$ cat src/inc/rcr_map.vh
// Purpose: Constants of the reset cause recorder: offsets, field positions, reset values.
// Assumes: Included by rtl/rcr_top.v only.
// Notes: Offsets are byte addresses on a 32-bit AHB-Lite bus.
// What this block does
// Every reset or wake-up updates flag bits in the core status and power-control registers.
// Every reset other than a wake-up from sleep reloads the program counter with zero.
// Power-on clears both stack flags and the power-on flag and sets the others.
// Brown-out clears both stack flags and brownout, sets ext, instr, expiry and sleep flags.
// A watchdog reset clears the watchdog reset and expiry flags only.
// Watchdog expiry in sleep clears expiry and sleep flags and resumes at the next instruction.
// Interrupt wake-up sets the expiry flag, clears the sleep flag and resumes.
// With global interrupts on, an interrupt wake-up runs one instruction, pushes and jumps to 0004h.
// External reset pin in normal run clears only the external-reset flag.
// External reset pin in sleep clears ext flag, sets expiry flag, clears sleep flag.
// The reset instruction clears the reset-instruction flag and restarts from zero.
// With stack fault reset enabled, an overflow sets the stack overflow flag and resets.
// With stack fault reset enabled, an underflow sets the stack underflow flag and resets.
// Flags that an event does not name keep their values across it.
// Software writes the active-low flags back to one after reading them.
`ifndef RCR_MAP_VH
`define RCR_MAP_VH

// ----------------------------------------
// Register offsets
// ----------------------------------------
`define RCR_OFS_PWR_CTL 8'h00
`define RCR_OFS_CORE_STAT 8'h04
`define RCR_OFS_EVT_STAT 8'h08
`define RCR_OFS_EVT_MASK 8'h0c
`define RCR_OFS_CTRL 8'h10

// ----------------------------------------
// Power-control register fields
// ----------------------------------------
`define RCR_PC_BROWNOUT 0
`define RCR_PC_POWER_ON 1
`define RCR_PC_RESET_INSTR 2
`define RCR_PC_EXT_RESET 3
`define RCR_PC_WATCHDOG 4
`define RCR_PC_STACK_UNF 6
`define RCR_PC_STACK_OVF 7
`define RCR_PC_WR_MASK 8'hdf
`define RCR_PC_RESET 8'h1d

// ----------------------------------------
// Core status fields and others
// ----------------------------------------
`define RCR_CS_SLEEP 0
`define RCR_CS_EXPIRY 1
`define RCR_CS_RESET 2'h3
`define RCR_CTRL_STK_EN 0
`define RCR_CTRL_RESET 1'h1
`define RCR_EV_BROWNOUT 0
`define RCR_EV_EXT_RESET 1
`define RCR_EV_WDOG_RESET 2
`define RCR_EV_WDOG_WAKE 3
`define RCR_EV_IRQ_WAKE 4
`define RCR_EV_RESET_INSTR 5
`define RCR_EV_STACK_OVF 6
`define RCR_EV_STACK_UNF 7
`define RCR_RESET_VECTOR 15'h0000
`define RCR_IRQ_VECTOR 15'h0004

`endif

$ cat src/rtl/rcr_top.v
// Purpose: Records reset and wake-up causes and steers the program counter.
// Assumes: Core event inputs are one-cycle pulses on REF_CLK; pin and brownout are async.
// Notes: One event is honoured per cycle, in fixed priority; registers on AHB-Lite.
`timescale 1ns/10ps
`default_nettype none
`include "rcr_map.vh"

module rcr_top #(
  parameter PC_W = 15
) (
  input wire REF_CLK,
  input wire RSTN,
  input wire HSEL,
  input wire [7:0] HADDR,
  input wire [1:0] HTRANS,
  input wire HWRITE,
  input wire [2:0] HSIZE,
  input wire [31:0] HWDATA,
  input wire HREADY,
  output reg [31:0] HRDATA,
  output reg HREADYOUT,
  output reg HRESP,
  input wire EXTERNAL_RESET_PIN,
  input wire BROWNOUT_DET,
  input wire WATCHDOG_TIMER_EXPIRE,
  input wire SLEEP_ENTER,
  input wire IRQ_WAKE,
  input wire RESET_INSTR,
  input wire STACK_OVERFLOW,
  input wire STACK_UNDERFLOW,
  input wire GLOBAL_IRQ_EN,
  input wire INSTR_DONE,
  output reg [7:0] POWER_CONTROL_REG,
  output reg [1:0] CORE_STATUS,
  output reg SLEEPING,
  output reg PC_LOAD,
  output reg [PC_W-1:0] PC_LOAD_ADDR,
  output reg RESUME_NEXT,
  output reg PUSH_RETURN,
  output reg IRQ
);

  // ----------------------------------------
  // Pin synchronisers
  // ----------------------------------------
  // Stage one is read only by stage two; edge detect looks at stage two and three.
  reg [1:0] meta_ff;
  reg [1:0] sync_ff;
  reg [1:0] prev_ff;
  wire ext_rise;
  wire bdet_rise;

  always @(posedge REF_CLK or negedge RSTN)
  begin
    if (!RSTN)
    begin
      meta_ff <= 2'h0;
      sync_ff <= 2'h0;
      prev_ff <= 2'h0;
    end
    else
    begin
      meta_ff <= {BROWNOUT_DET, EXTERNAL_RESET_PIN};
      sync_ff <= meta_ff;
      prev_ff <= sync_ff;
    end
  end

  assign ext_rise = sync_ff[0] & ~prev_ff[0];
  assign bdet_rise = sync_ff[1] & ~prev_ff[1];

  // ----------------------------------------
  // AHB-Lite slave
  // ----------------------------------------
  reg wr_pend_ff;
  reg [7:0] wr_addr_ff;
  reg ctrl_ff;
  reg [7:0] evt_stat_ff;
  reg [7:0] evt_mask_ff;
  reg [31:0] nxt_hrdata;
  wire addr_phase;
  wire wr_pwr;
  wire wr_stat;
  wire wr_mask;
  wire wr_ctrl;

  assign addr_phase = HSEL & HTRANS[1] & HREADY;
  assign wr_pwr = wr_pend_ff & (wr_addr_ff == `RCR_OFS_PWR_CTL);
  assign wr_stat = wr_pend_ff & (wr_addr_ff == `RCR_OFS_EVT_STAT);
  assign wr_mask = wr_pend_ff & (wr_addr_ff == `RCR_OFS_EVT_MASK);
  assign wr_ctrl = wr_pend_ff & (wr_addr_ff == `RCR_OFS_CTRL);

  // Read data is latched at the address phase, so reads have no wait state
  always @*
  begin
    nxt_hrdata = 32'h0000_0000;
    if (addr_phase && !HWRITE)
    begin
      case (HADDR)
        `RCR_OFS_PWR_CTL: nxt_hrdata = {24'h00_0000, POWER_CONTROL_REG};
        `RCR_OFS_CORE_STAT: nxt_hrdata = {30'h0000_0000, CORE_STATUS};
        `RCR_OFS_EVT_STAT: nxt_hrdata = {24'h00_0000, evt_stat_ff};
        `RCR_OFS_EVT_MASK: nxt_hrdata = {24'h00_0000, evt_mask_ff};
        `RCR_OFS_CTRL: nxt_hrdata = {31'h0000_0000, ctrl_ff};
        default: nxt_hrdata = 32'h0000_0000;
      endcase
    end
  end

  always @(posedge REF_CLK or negedge RSTN)
  begin
    if (!RSTN)
    begin
      wr_pend_ff <= 1'b0;
      wr_addr_ff <= 8'h00;
      HRDATA <= 32'h0000_0000;
      HREADYOUT <= 1'b1;
      HRESP <= 1'b0;
      ctrl_ff <= `RCR_CTRL_RESET;
      evt_mask_ff <= 8'h00;
    end
    else
    begin
      wr_pend_ff <= addr_phase & HWRITE;
      wr_addr_ff <= HADDR;
      HRDATA <= nxt_hrdata;
      HREADYOUT <= 1'b1;
      HRESP <= 1'b0;
      if (wr_ctrl)
        ctrl_ff <= HWDATA[`RCR_CTRL_STK_EN];
      if (wr_mask)
        evt_mask_ff <= HWDATA[7:0];
    end
  end

  // ----------------------------------------
  // Event selection
  // ----------------------------------------
  // Fixed priority: brownout, pin, watchdog, stack faults, reset instruction, irq wake.
  localparam [6:0] EV_NONE = 7'h00;
  localparam [6:0] EV_BROWN = 7'h01;
  localparam [6:0] EV_EXT = 7'h02;
  localparam [6:0] EV_WDOG = 7'h04;
  localparam [6:0] EV_OVF = 7'h08;
  localparam [6:0] EV_UNF = 7'h10;
  localparam [6:0] EV_RINSTR = 7'h20;
  localparam [6:0] EV_IRQ = 7'h40;
  reg [6:0] ev;
  reg stk_en;

  always @*
  begin
    stk_en = ctrl_ff;
    if (bdet_rise)
      ev = EV_BROWN;
    else if (ext_rise)
      ev = EV_EXT;
    else if (WATCHDOG_TIMER_EXPIRE)
      ev = EV_WDOG;
    else if (STACK_OVERFLOW && stk_en)
      ev = EV_OVF;
    else if (STACK_UNDERFLOW && stk_en)
      ev = EV_UNF;
    else if (RESET_INSTR)
      ev = EV_RINSTR;
    else if (IRQ_WAKE && SLEEPING)
      ev = EV_IRQ;
    else
      ev = EV_NONE;
  end

  // ----------------------------------------
  // Cause flags and program counter steering
  // ----------------------------------------
  reg [7:0] nxt_pwr;
  reg [1:0] nxt_core;
  reg nxt_sleep;
  reg nxt_pc_load;
  reg [PC_W-1:0] nxt_pc_addr;
  reg nxt_resume;
  reg nxt_push;
  reg irq_pend_ff;
  reg nxt_irq_pend;
  reg [7:0] ev_hit;

  always @*
  begin
    // Software write first, so a same-cycle hardware event overrides it
    nxt_pwr = wr_pwr ? (HWDATA[7:0] & `RCR_PC_WR_MASK) : POWER_CONTROL_REG;
    nxt_core = CORE_STATUS;
    nxt_sleep = SLEEPING;
    nxt_pc_load = 1'b0;
    nxt_pc_addr = PC_LOAD_ADDR;
    nxt_resume = 1'b0;
    nxt_push = 1'b0;
    nxt_irq_pend = irq_pend_ff;
    ev_hit = 8'h00;
    if (SLEEP_ENTER && !SLEEPING)
    begin
      nxt_sleep = 1'b1;
      nxt_core[`RCR_CS_SLEEP] = 1'b0;
      nxt_core[`RCR_CS_EXPIRY] = 1'b1;
    end
    case (ev)
      EV_NONE:
      begin
        if (irq_pend_ff && INSTR_DONE)
        begin
          nxt_irq_pend = 1'b0;
          nxt_push = 1'b1;
          nxt_pc_load = 1'b1;
          nxt_pc_addr = `RCR_IRQ_VECTOR;
        end
      end
      EV_BROWN:
      begin
        nxt_pwr[`RCR_PC_STACK_OVF] = 1'b0;
        nxt_pwr[`RCR_PC_STACK_UNF] = 1'b0;
        nxt_pwr[`RCR_PC_BROWNOUT] = 1'b0;
        nxt_pwr[`RCR_PC_EXT_RESET] = 1'b1;
        nxt_pwr[`RCR_PC_RESET_INSTR] = 1'b1;
        nxt_core = 2'h3;
        ev_hit[`RCR_EV_BROWNOUT] = 1'b1;
      end
      EV_EXT:
      begin
        nxt_pwr[`RCR_PC_EXT_RESET] = 1'b0;
        if (SLEEPING)
        begin
          nxt_core[`RCR_CS_EXPIRY] = 1'b1;
          nxt_core[`RCR_CS_SLEEP] = 1'b0;
        end
        ev_hit[`RCR_EV_EXT_RESET] = 1'b1;
      end
      EV_WDOG:
      begin
        nxt_core[`RCR_CS_EXPIRY] = 1'b0;
        if (SLEEPING)
        begin
          nxt_core[`RCR_CS_SLEEP] = 1'b0;
          ev_hit[`RCR_EV_WDOG_WAKE] = 1'b1;
        end
        else
        begin
          nxt_pwr[`RCR_PC_WATCHDOG] = 1'b0;
          ev_hit[`RCR_EV_WDOG_RESET] = 1'b1;
        end
      end
      EV_OVF:
      begin
        nxt_pwr[`RCR_PC_STACK_OVF] = 1'b1;
        ev_hit[`RCR_EV_STACK_OVF] = 1'b1;
      end
      EV_UNF:
      begin
        nxt_pwr[`RCR_PC_STACK_UNF] = 1'b1;
        ev_hit[`RCR_EV_STACK_UNF] = 1'b1;
      end
      EV_RINSTR:
      begin
        nxt_pwr[`RCR_PC_RESET_INSTR] = 1'b0;
        ev_hit[`RCR_EV_RESET_INSTR] = 1'b1;
      end
      EV_IRQ:
      begin
        nxt_core[`RCR_CS_EXPIRY] = 1'b1;
        nxt_core[`RCR_CS_SLEEP] = 1'b0;
        nxt_resume = 1'b1;
        nxt_irq_pend = GLOBAL_IRQ_EN;
        ev_hit[`RCR_EV_IRQ_WAKE] = 1'b1;
      end
      default:
      begin
        nxt_irq_pend = 1'b0;
      end
    endcase
    // Any event other than the two wake-ups is a reset: restart from zero
    if (ev != EV_NONE && ev != EV_IRQ && !(ev == EV_WDOG && SLEEPING))
    begin
      nxt_pc_load = 1'b1;
      nxt_pc_addr = `RCR_RESET_VECTOR;
      nxt_irq_pend = 1'b0;
      nxt_sleep = 1'b0;
    end
    if (ev == EV_WDOG && SLEEPING)
    begin
      nxt_resume = 1'b1;
      nxt_sleep = 1'b0;
    end
    if (ev == EV_IRQ)
      nxt_sleep = 1'b0;
  end

  // Async reset is the power-on event; its constants are the power-on flag values
  always @(posedge REF_CLK or negedge RSTN)
  begin
    if (!RSTN)
    begin
      POWER_CONTROL_REG <= `RCR_PC_RESET;
      CORE_STATUS <= `RCR_CS_RESET;
      SLEEPING <= 1'b0;
      PC_LOAD <= 1'b1;
      PC_LOAD_ADDR <= `RCR_RESET_VECTOR;
      RESUME_NEXT <= 1'b0;
      PUSH_RETURN <= 1'b0;
      irq_pend_ff <= 1'b0;
    end
    else
    begin
      POWER_CONTROL_REG <= nxt_pwr;
      CORE_STATUS <= nxt_core;
      SLEEPING <= nxt_sleep;
      PC_LOAD <= nxt_pc_load;
      PC_LOAD_ADDR <= nxt_pc_addr;
      RESUME_NEXT <= nxt_resume;
      PUSH_RETURN <= nxt_push;
      irq_pend_ff <= nxt_irq_pend;
    end
  end

  // ----------------------------------------
  // Event status, mask and interrupt
  // ----------------------------------------
  // Set wins over write-one-to-clear so no event is lost
  always @(posedge REF_CLK or negedge RSTN)
  begin
    if (!RSTN)
    begin
      evt_stat_ff <= 8'h00;
      IRQ <= 1'b0;
    end
    else
    begin
      evt_stat_ff <= (evt_stat_ff & ~(wr_stat ? HWDATA[7:0] : 8'h00)) | ev_hit;
      IRQ <= |(((evt_stat_ff & ~(wr_stat ? HWDATA[7:0] : 8'h00)) | ev_hit) & evt_mask_ff);
    end
  end

endmodule
`default_nettype wire

$ cat config.mk
export PLATFORM = sky130hd
export DESIGN_NAME = rcr_top
export DESIGN_NICKNAME = d
export VERILOG_FILES = /design/src/rtl/rcr_top.v
export VERILOG_INCLUDE_DIRS = /design/src /design/src/inc
export SDC_FILE = /design/constraint.sdc
export NUM_CORES = 1
export LEC_CHECK = 0
export BUFFER_PORTS_ARGS = -buffer_cell sky130_fd_sc_hd__buf_2
export CAP_MARGIN = 0
export CORE_MARGIN = 3
export CORE_UTILIZATION = 47
export DETAILED_ROUTE_END_ITERATION = 12
export GPL_ROUTABILITY_DRIVEN = 0
export GPL_TIMING_DRIVEN = 0
export HOLD_SLACK_MARGIN = 0.1
export MAX_ROUTING_LAYER = met4
export PLACE_DENSITY = 0.8
export REMOVE_ABC_BUFFERS = 1
export SLEW_MARGIN = 20
export SYNTH_ARGS = -nofsm -noshare
export SYNTH_HDL_FRONTEND = slang
export SYNTH_SLANG_ARGS = --single-unit
$ cat constraint.sdc
create_clock -name REF_CLK -period 2.05 [get_ports REF_CLK]
set_clock_uncertainty 0.2 [all_clocks]
set_input_delay 0.205 -clock REF_CLK [delete_from_list [all_inputs] [get_ports REF_CLK]]
set_output_delay 0.205 -clock REF_CLK [all_outputs]
set_load 0.02 [all_outputs]
==> results.cfg, run 1 <==
[logic_synthesis]
seq_area_frac_synth_pct = 51.81
post-synth-top-count-cell = dfrtp_1
synth_compound_area_share_pct = 8.452
avgSynthCellArea_um2 = 11.07
synthTopCellsByArea = dfrtp_1 44%, buf_4 12%, dfstp_2 7.7%
synthTopCellsByCount = 48 x dfrtp_1, 42 x buf_4, 25 x nand2_1
synth_edf_count = 0
yosys.area_share.adder_pct = 0
synth_cells = 246
yosys.area_share.simple_pct = 16.17
ys_async_sr_fraction_pct = 100.0
yosys.area.top_type = dfrtp_1
synth_mux_area_share_pct = 10.01
synth_xor_area_share_pct = 0
synth_top_family_by_area = simple AND/OR/NAND/NOR gates
synth_cell_types = 47
yosysTopAreaCellShare_pct = 44.10
ys_warn_count = 0
syn-cell-area_mm2 = 0.002724
synth_flop_cell = dfrtp_1
yosys_register_bits = 56

[critical_path]
r2r_slack_ns = 0.03
arrival_ns = 2.00
r2r.worst_path.cells = 5
cpPeakStageDelay_ns = 0.40
cp_num_buf_inv = 0
rr_startpoint = sync_ff[1]
critical_path_class = reg -> reg
worst_r2r_endpoint = IRQ
startpoint_type = register
cp-end-kind = register
critPathRequiredTime_ns = 2.02
cp_slowest_cell = a222oi_1
worstPathCellList = nor2b_2 > nor4b_1 > o21a_1 > a222oi_1 > nand4_1
crit_family = simple AND/OR/NAND/NOR gates
critPathMaxFanout = 8

[pwr]
power.density_mw_per_mm2 = 675.9
leakage_nw = 1.603
finalPower_w = 0.002266
vdd_drop_max_uv = 516.5

[floorplanning]
pin_count = 124
die_area_mm2 = 0.006745
die_y_um = 82.13
core_area_mm2 = 0.005574
die_w_um = 82.13
rows = 27
start_util_pct = 48.87

[timing]
slew_violations = 0
period_share_pct = 98.76
period_minus_slack_ns = 2.025
fmax_mhz = 493.9
worstMarginPinSlew_ns = 0.6859
setup-tns-final_ns = 0
setup-violations-final = 0
rsz0062_at_grt = yes
maxSlewHeadroom_pct = 53.63
finalHoldViolCount = 0

[route]
ant_nets = 0
first_pass_iters = 5
wl_per_cell_um = 15.56
drtIter0Drc = 125
drt_wl_total_um = 6300
vias = 2100
post-route-drc-count = 0
vias_per_cell = 5.185

[global_route]
overflow = 0
antenna_found_initial = 0
grt_pass1_vias = 1999
grt_max_degree = 57
grt_pass1_wl_um = 9756
track_usage_pct = 20.02

[placed_design]
io_buffers = 54
dpl.hpwl_um = 4134

[clocking]
clock_path_buffers = 2
path_clk_slew_ns = 0.10
cts_root_buf = clkbuf_8
insertion_delay_ns = 0.31
clkSinkCount = 56
cts_buffers = 5
htreeDepth = 2
tritoncts = yes

[hold_path]
hold_path_end = evt_stat_ff[6]
holdCritStartpoint = STACK_OVERFLOW
hp-class = in -> reg
whs_path_depth = 4

[cells_and_area]
nNetsFinal = 392
insertedDiodeCount = 0
drive_above_1_share_pct = 30.03
area_delta_synth_final_pct = 23.06

[status]
status = finished, final reports clean

[flow_run]
cap_violations = 0
==> timing repair <==
item / CTS / global route
setup endpoints to repair: 1 / 10
pin swaps: 2 / 2
endpoints found under the hold margin: 93 / 0
hold buffers: 30 / 0
cloned: 1 / 0
gates resized for setup: 4 / 2
setup buffers: 4 / 0
==> report_power, final <==
part	switching, W	total (W)	internal, W
combinational	0.000212	0.000343	0.000131
clock	0.000357	0.000719	0.000362
sequential	0.0000402	0.00120	0.00116
total	0.000609	0.00227	0.00166
==> per-layer routing <==
| layer | vias to the layer above | wire (um) | track usage, % |
|---|---|---|---|
| met1 | 1027 | 2538 | 24.86 |
| li1 | 950 | - | - |
| met2 | 109 | 3197 | 33.76 |
| met5 | - | 0 | - |
| met4 | 0 | 90 | 5.814 |
| met3 | 14 | 473 | 3.471 |
==> how the worst max path moves through the flow <==
stage,depth (start not counted),slack [ns],start,end
2_1_floorplan,5,0.12,wr_addr_ff[4],IRQ
3_3_place_gp,5,-0.24,wr_addr_ff[4],IRQ
3_5_place_dp,5,-0.27,wr_addr_ff[4],IRQ
4_1_cts,5,0.04,wr_addr_ff[6],IRQ
5_1_grt,6,-0.07,wr_addr_ff[6],IRQ
6_report,5,0.03,sync_ff[1],IRQ
==> flip-flops by register name (all words and copies together), names as in the netlist, 2 cells and up <==
name	cells
HRDATA	8
evt_mask_ff	8
evt_stat_ff	8
wr_addr_ff	8
POWER_CONTROL_REG	7
CORE_STATUS	2
meta_ff	2
prev_ff	2
sync_ff	2
==> area by class of cell <==
class	instances	area [um^2]
clock inverter	3	42.54
tap	72	90.09
timing repair buffer	88	603.1
multi-input combinational	178	1125
fill	488	2222
inverter	3	11.26
clock buffer	5	68.82
sequential	56	1411
==> cell usage in the layout, fill, tap and decap left out, types with 2 or more instances in the layout <==
cell / Yosys / layout
a21o_1: 3 / 3
a21oi_1: 2 / 2
a22o_1: 2 / 2
a22oi_1: 5 / 5
a31oi_1: 2 / 2
and2_1: 2 / 2
and3b_2: 0 / 2
buf_2: 1 / 53
buf_4: 42 / 5
clkbuf_8: 0 / 5
conb_1: 2 / 41
dfrtp_1: 48 / 48
dfstp_2: 8 / 8
dlygate4sd3_1: 0 / 30
inv_1: 2 / 2
mux2_2: 14 / 14
mux2i_1: 7 / 7
mux4_2: 2 / 2
nand2_1: 25 / 25
nand2b_1: 4 / 4
nand3_1: 8 / 7
nand3b_1: 2 / 2
nand4_1: 3 / 3
nor2_1: 11 / 11
nor2b_2: 0 / 2
nor3_1: 3 / 3
nor4_1: 2 / 2
o21a_1: 3 / 3
o21ai_0: 13 / 13
or4_1: 2 / 2
==> tightest hold or removal path, cell delays in order <==
cell	delay, ns
buf_2	0.13
nand2_1	0.06
nor4_1	0.07
a21o_1	0.15
==> through the flow <==
step	instances	area, um^2	worst slack, ns	utilization (%)	hold slack [ns]
after floorplan	236	2520	0.1192	-	-0.2906
after global placement	362	2880	-0.2385	51.67	0.1135
final	405	3352	0.02535	60.13	0.1342
after global routing	405	3352	-0.06576	60.13	0.1425
after CTS	405	3346	0.04308	60.02	0.1056
after detailed placement	362	2883	-0.2704	51.72	0.09320
==> logic make-up after synthesis <==
kind of cell    Yosys count
other cells               2
flops                    56
simple gates             78
buf+inv                  52
mux                      23
compound gates           35
No activity file was read; power rests on OpenSTA's default activity.
==> inputs of run 2 (changes only) <==
ABC_AREA = 1   (was unset)
CORE_UTILIZATION = 48   (was 47)
==> results.cfg, run 2 <==
[cells_and_area]
insertedDiodeCount = 0
drive_above_1_share_pct = 25.87
final_common_cell = nand2_1
area_delta_synth_final_pct = 21.49
final_cell_mix = 84 x nand2_1, 53 x buf_2, 48 x dfrtp_1
fin_util_pct = 62.33
design_area_mm2 = 0.003558
nNetsFinal = 488
fill_cells = 481

[logic_synthesis]
synth_edf_count = 0
yosys_register_bits = 56
seq_area_frac_synth_pct = 48.18
avgSynthCellArea_um2 = 8.615
ys_async_sr_fraction_pct = 100.0
synthTopCellsByCount = 84 x nand2_1, 48 x dfrtp_1, 42 x buf_4
yosys.area.top_type = dfrtp_1
post-synth-top-count-cell = nand2_1
synthTopCellsByArea = dfrtp_1 41%, buf_4 11%, nand2_1 11%
synth_cell_types = 32
syn-cell-area_mm2 = 0.002929
synth_cells = 340
yosysTopAreaCellShare_pct = 41.01
synth_flop_cell = dfrtp_1
ys_warn_count = 0

[pwr]
leakage_nw = 1.925
vdd_drop_max_uv = 442.7
power.density_mw_per_mm2 = 635.4

[route]
post-route-drc-count = 0
ant_nets = 0
drt_wl_total_um = 6192
vias = 2346
first_pass_iters = 4
drtIter0Drc = 146
vias_per_cell = 4.683
wl_per_cell_um = 12.36

[global_route]
overflow = 0
antenna_found_initial = 0
grt_pass1_wl_um = 10280
track_usage_pct = 18.59
grt_max_degree = 57
grt_pass1_vias = 2216

[hold_path]
holdCritStartpoint = RESET_INSTR
hp-class = in -> reg
hold_path_end = PUSH_RETURN
whs_path_depth = 6

[timing]
worstMarginPinSlew_ns = 0.6782
maxSlewHeadroom_pct = 54.79
period_minus_slack_ns = 1.961
period_share_pct = 95.68
rsz0062_at_grt = no
fmax_mhz = 509.8
slew_violations = 0
setup-tns-final_ns = 0
setup-violations-final = 0
finalHoldViolCount = 0

[clocking]
tritoncts = yes
path_clk_slew_ns = 0.09
clock_path_buffers = 2
cts_buffers = 5
cts_root_buf = clkbuf_8
insertion_delay_ns = 0.31
htreeDepth = 2
clkSinkCount = 56

[flow_run]
cap_violations = 0

[critical_path]
cp-end-kind = register
cpPeakStageDelay_ns = 0.55
worstPathCellList = dlygate4sd3_1 > buf_2 > nand2_1 > nor2_1 > nand2_1 > nand2_1 > nand2_1 > dlygate4sd3_1
critPathRequiredTime_ns = 2.09
rr_startpoint = sync_ff[1]
startpoint_type = primary input
arrival_ns = 2.00
r2r_slack_ns = 0.12
critical_path_class = in -> reg
cp_slowest_cell = dlygate4sd3_1
worst_r2r_endpoint = PC_LOAD
critPathMaxFanout = 4
r2r.worst_path.cells = 8
cp_common_cell = nand2_1

[floorplanning]
die_y_um = 84.12
die_w_um = 84.12
core_area_mm2 = 0.005709
rows = 27
die_area_mm2 = 0.007075
pin_count = 124
start_util_pct = 51.30

[status]
status = finished, final reports clean

[placed_design]
io_buffers = 54
dpl.hpwl_um = 4557
dpl-instance-area_mm2 = 0.003118
[run 2: changes by cell type after synthesis, moves of 5 or more]
cell,before,now
nand2_1,25,84
mux2_2,14,1
nand2_2,0,7
inv_1,2,37
o21ai_1,0,10
nor2_1,11,17
nand3_1,8,32
clkbuf_1,5,0
a22oi_1,5,0
mux2i_1,7,0
o21ai_0,13,6
inv_2,0,8
[run 2: cells by family after synthesis]
logic type      Yosys count  share of synthesized area [%]
compound gates           27                          5.511
other cells               2                         0.2564
flops                    56                          48.18
buf+inv                  89                          16.92
simple gates            165                          28.75
mux                       1                         0.3844
[run 2: repair_timing]
item,CTS,global route
hold buffers,27,0
resized for setup,0,3
endpoints found under the hold margin,90,0
setup endpoints to repair,0,1
buffers inserted,0,4
[run 2: critical path, delay by kind of cell]
| kind | cells | cell delay (ns) |
|---|---|---|
| and+or+nand+nor | 5 | 0.55 |
| buffers and inverters | 3 | 1.25 |
[run 2: worst max-delay path by stage]
stage	startpoint	endpoint	slack [ns]	cells after the start
floorplan	ctrl_ff	IRQ	0.57	9
global placement	ctrl_ff	IRQ	0.37	9
detailed placement	ctrl_ff	IRQ	0.32	9
CTS	sync_ff[1]	PC_LOAD	0.03	8
global route	sync_ff[1]	PC_LOAD	0.001	8
finish	WATCHDOG_TIMER_EXPIRE	PC_LOAD	0.09	8
[run 2: final cells by class]
cell class	instances	area (um^2)	area share, %
inverter	46	175.2	4.923
timing repair buffer	85	573.1	16.10
multi-input combinational	234	1187	33.37
clock inverter	2	38.79	1.090
tap	72	90.09	2.532
clock buffer	6	82.58	2.321
sequential	56	1411	39.66
[run 2: routing by layer]
metal  global-route usage, %  wire length, um  up-vias
li1                        -                -     1164
met1                   23.52             2598     1086
met2                   29.77             3083       88
met3                   4.245              421        8
met4                   5.702               88        0
met5                       -                0        -
[run 2: metrics by stage]
| step | cells | worst slack, ns | hold slack (ns) | total power [W] |
|---|---|---|---|---|
| after detailed placement | 462 | 0.3238 | 0.09827 | 0.001487 |
| after CTS | 497 | 0.02911 | 0.1059 | 0.002280 |
| after floorplan | 336 | 0.5737 | -0.2906 | 0.001380 |
| after global placement | 462 | 0.3653 | 0.1122 | 0.001477 |
| final | 501 | 0.08860 | 0.1335 | 0.002261 |
| after global routing | 501 | 0.001104 | 0.1693 | 0.002362 |
[run 2: power breakdown]
part / total, W / internal (W) / switching, W
clock network: 0.000747 / 0.000400 / 0.000347
registers: 0.00118 / 0.00115 / 0.0000262
logic: 0.000335 / 0.000108 / 0.000227
total: 0.00226 / 0.00166 / 0.000601
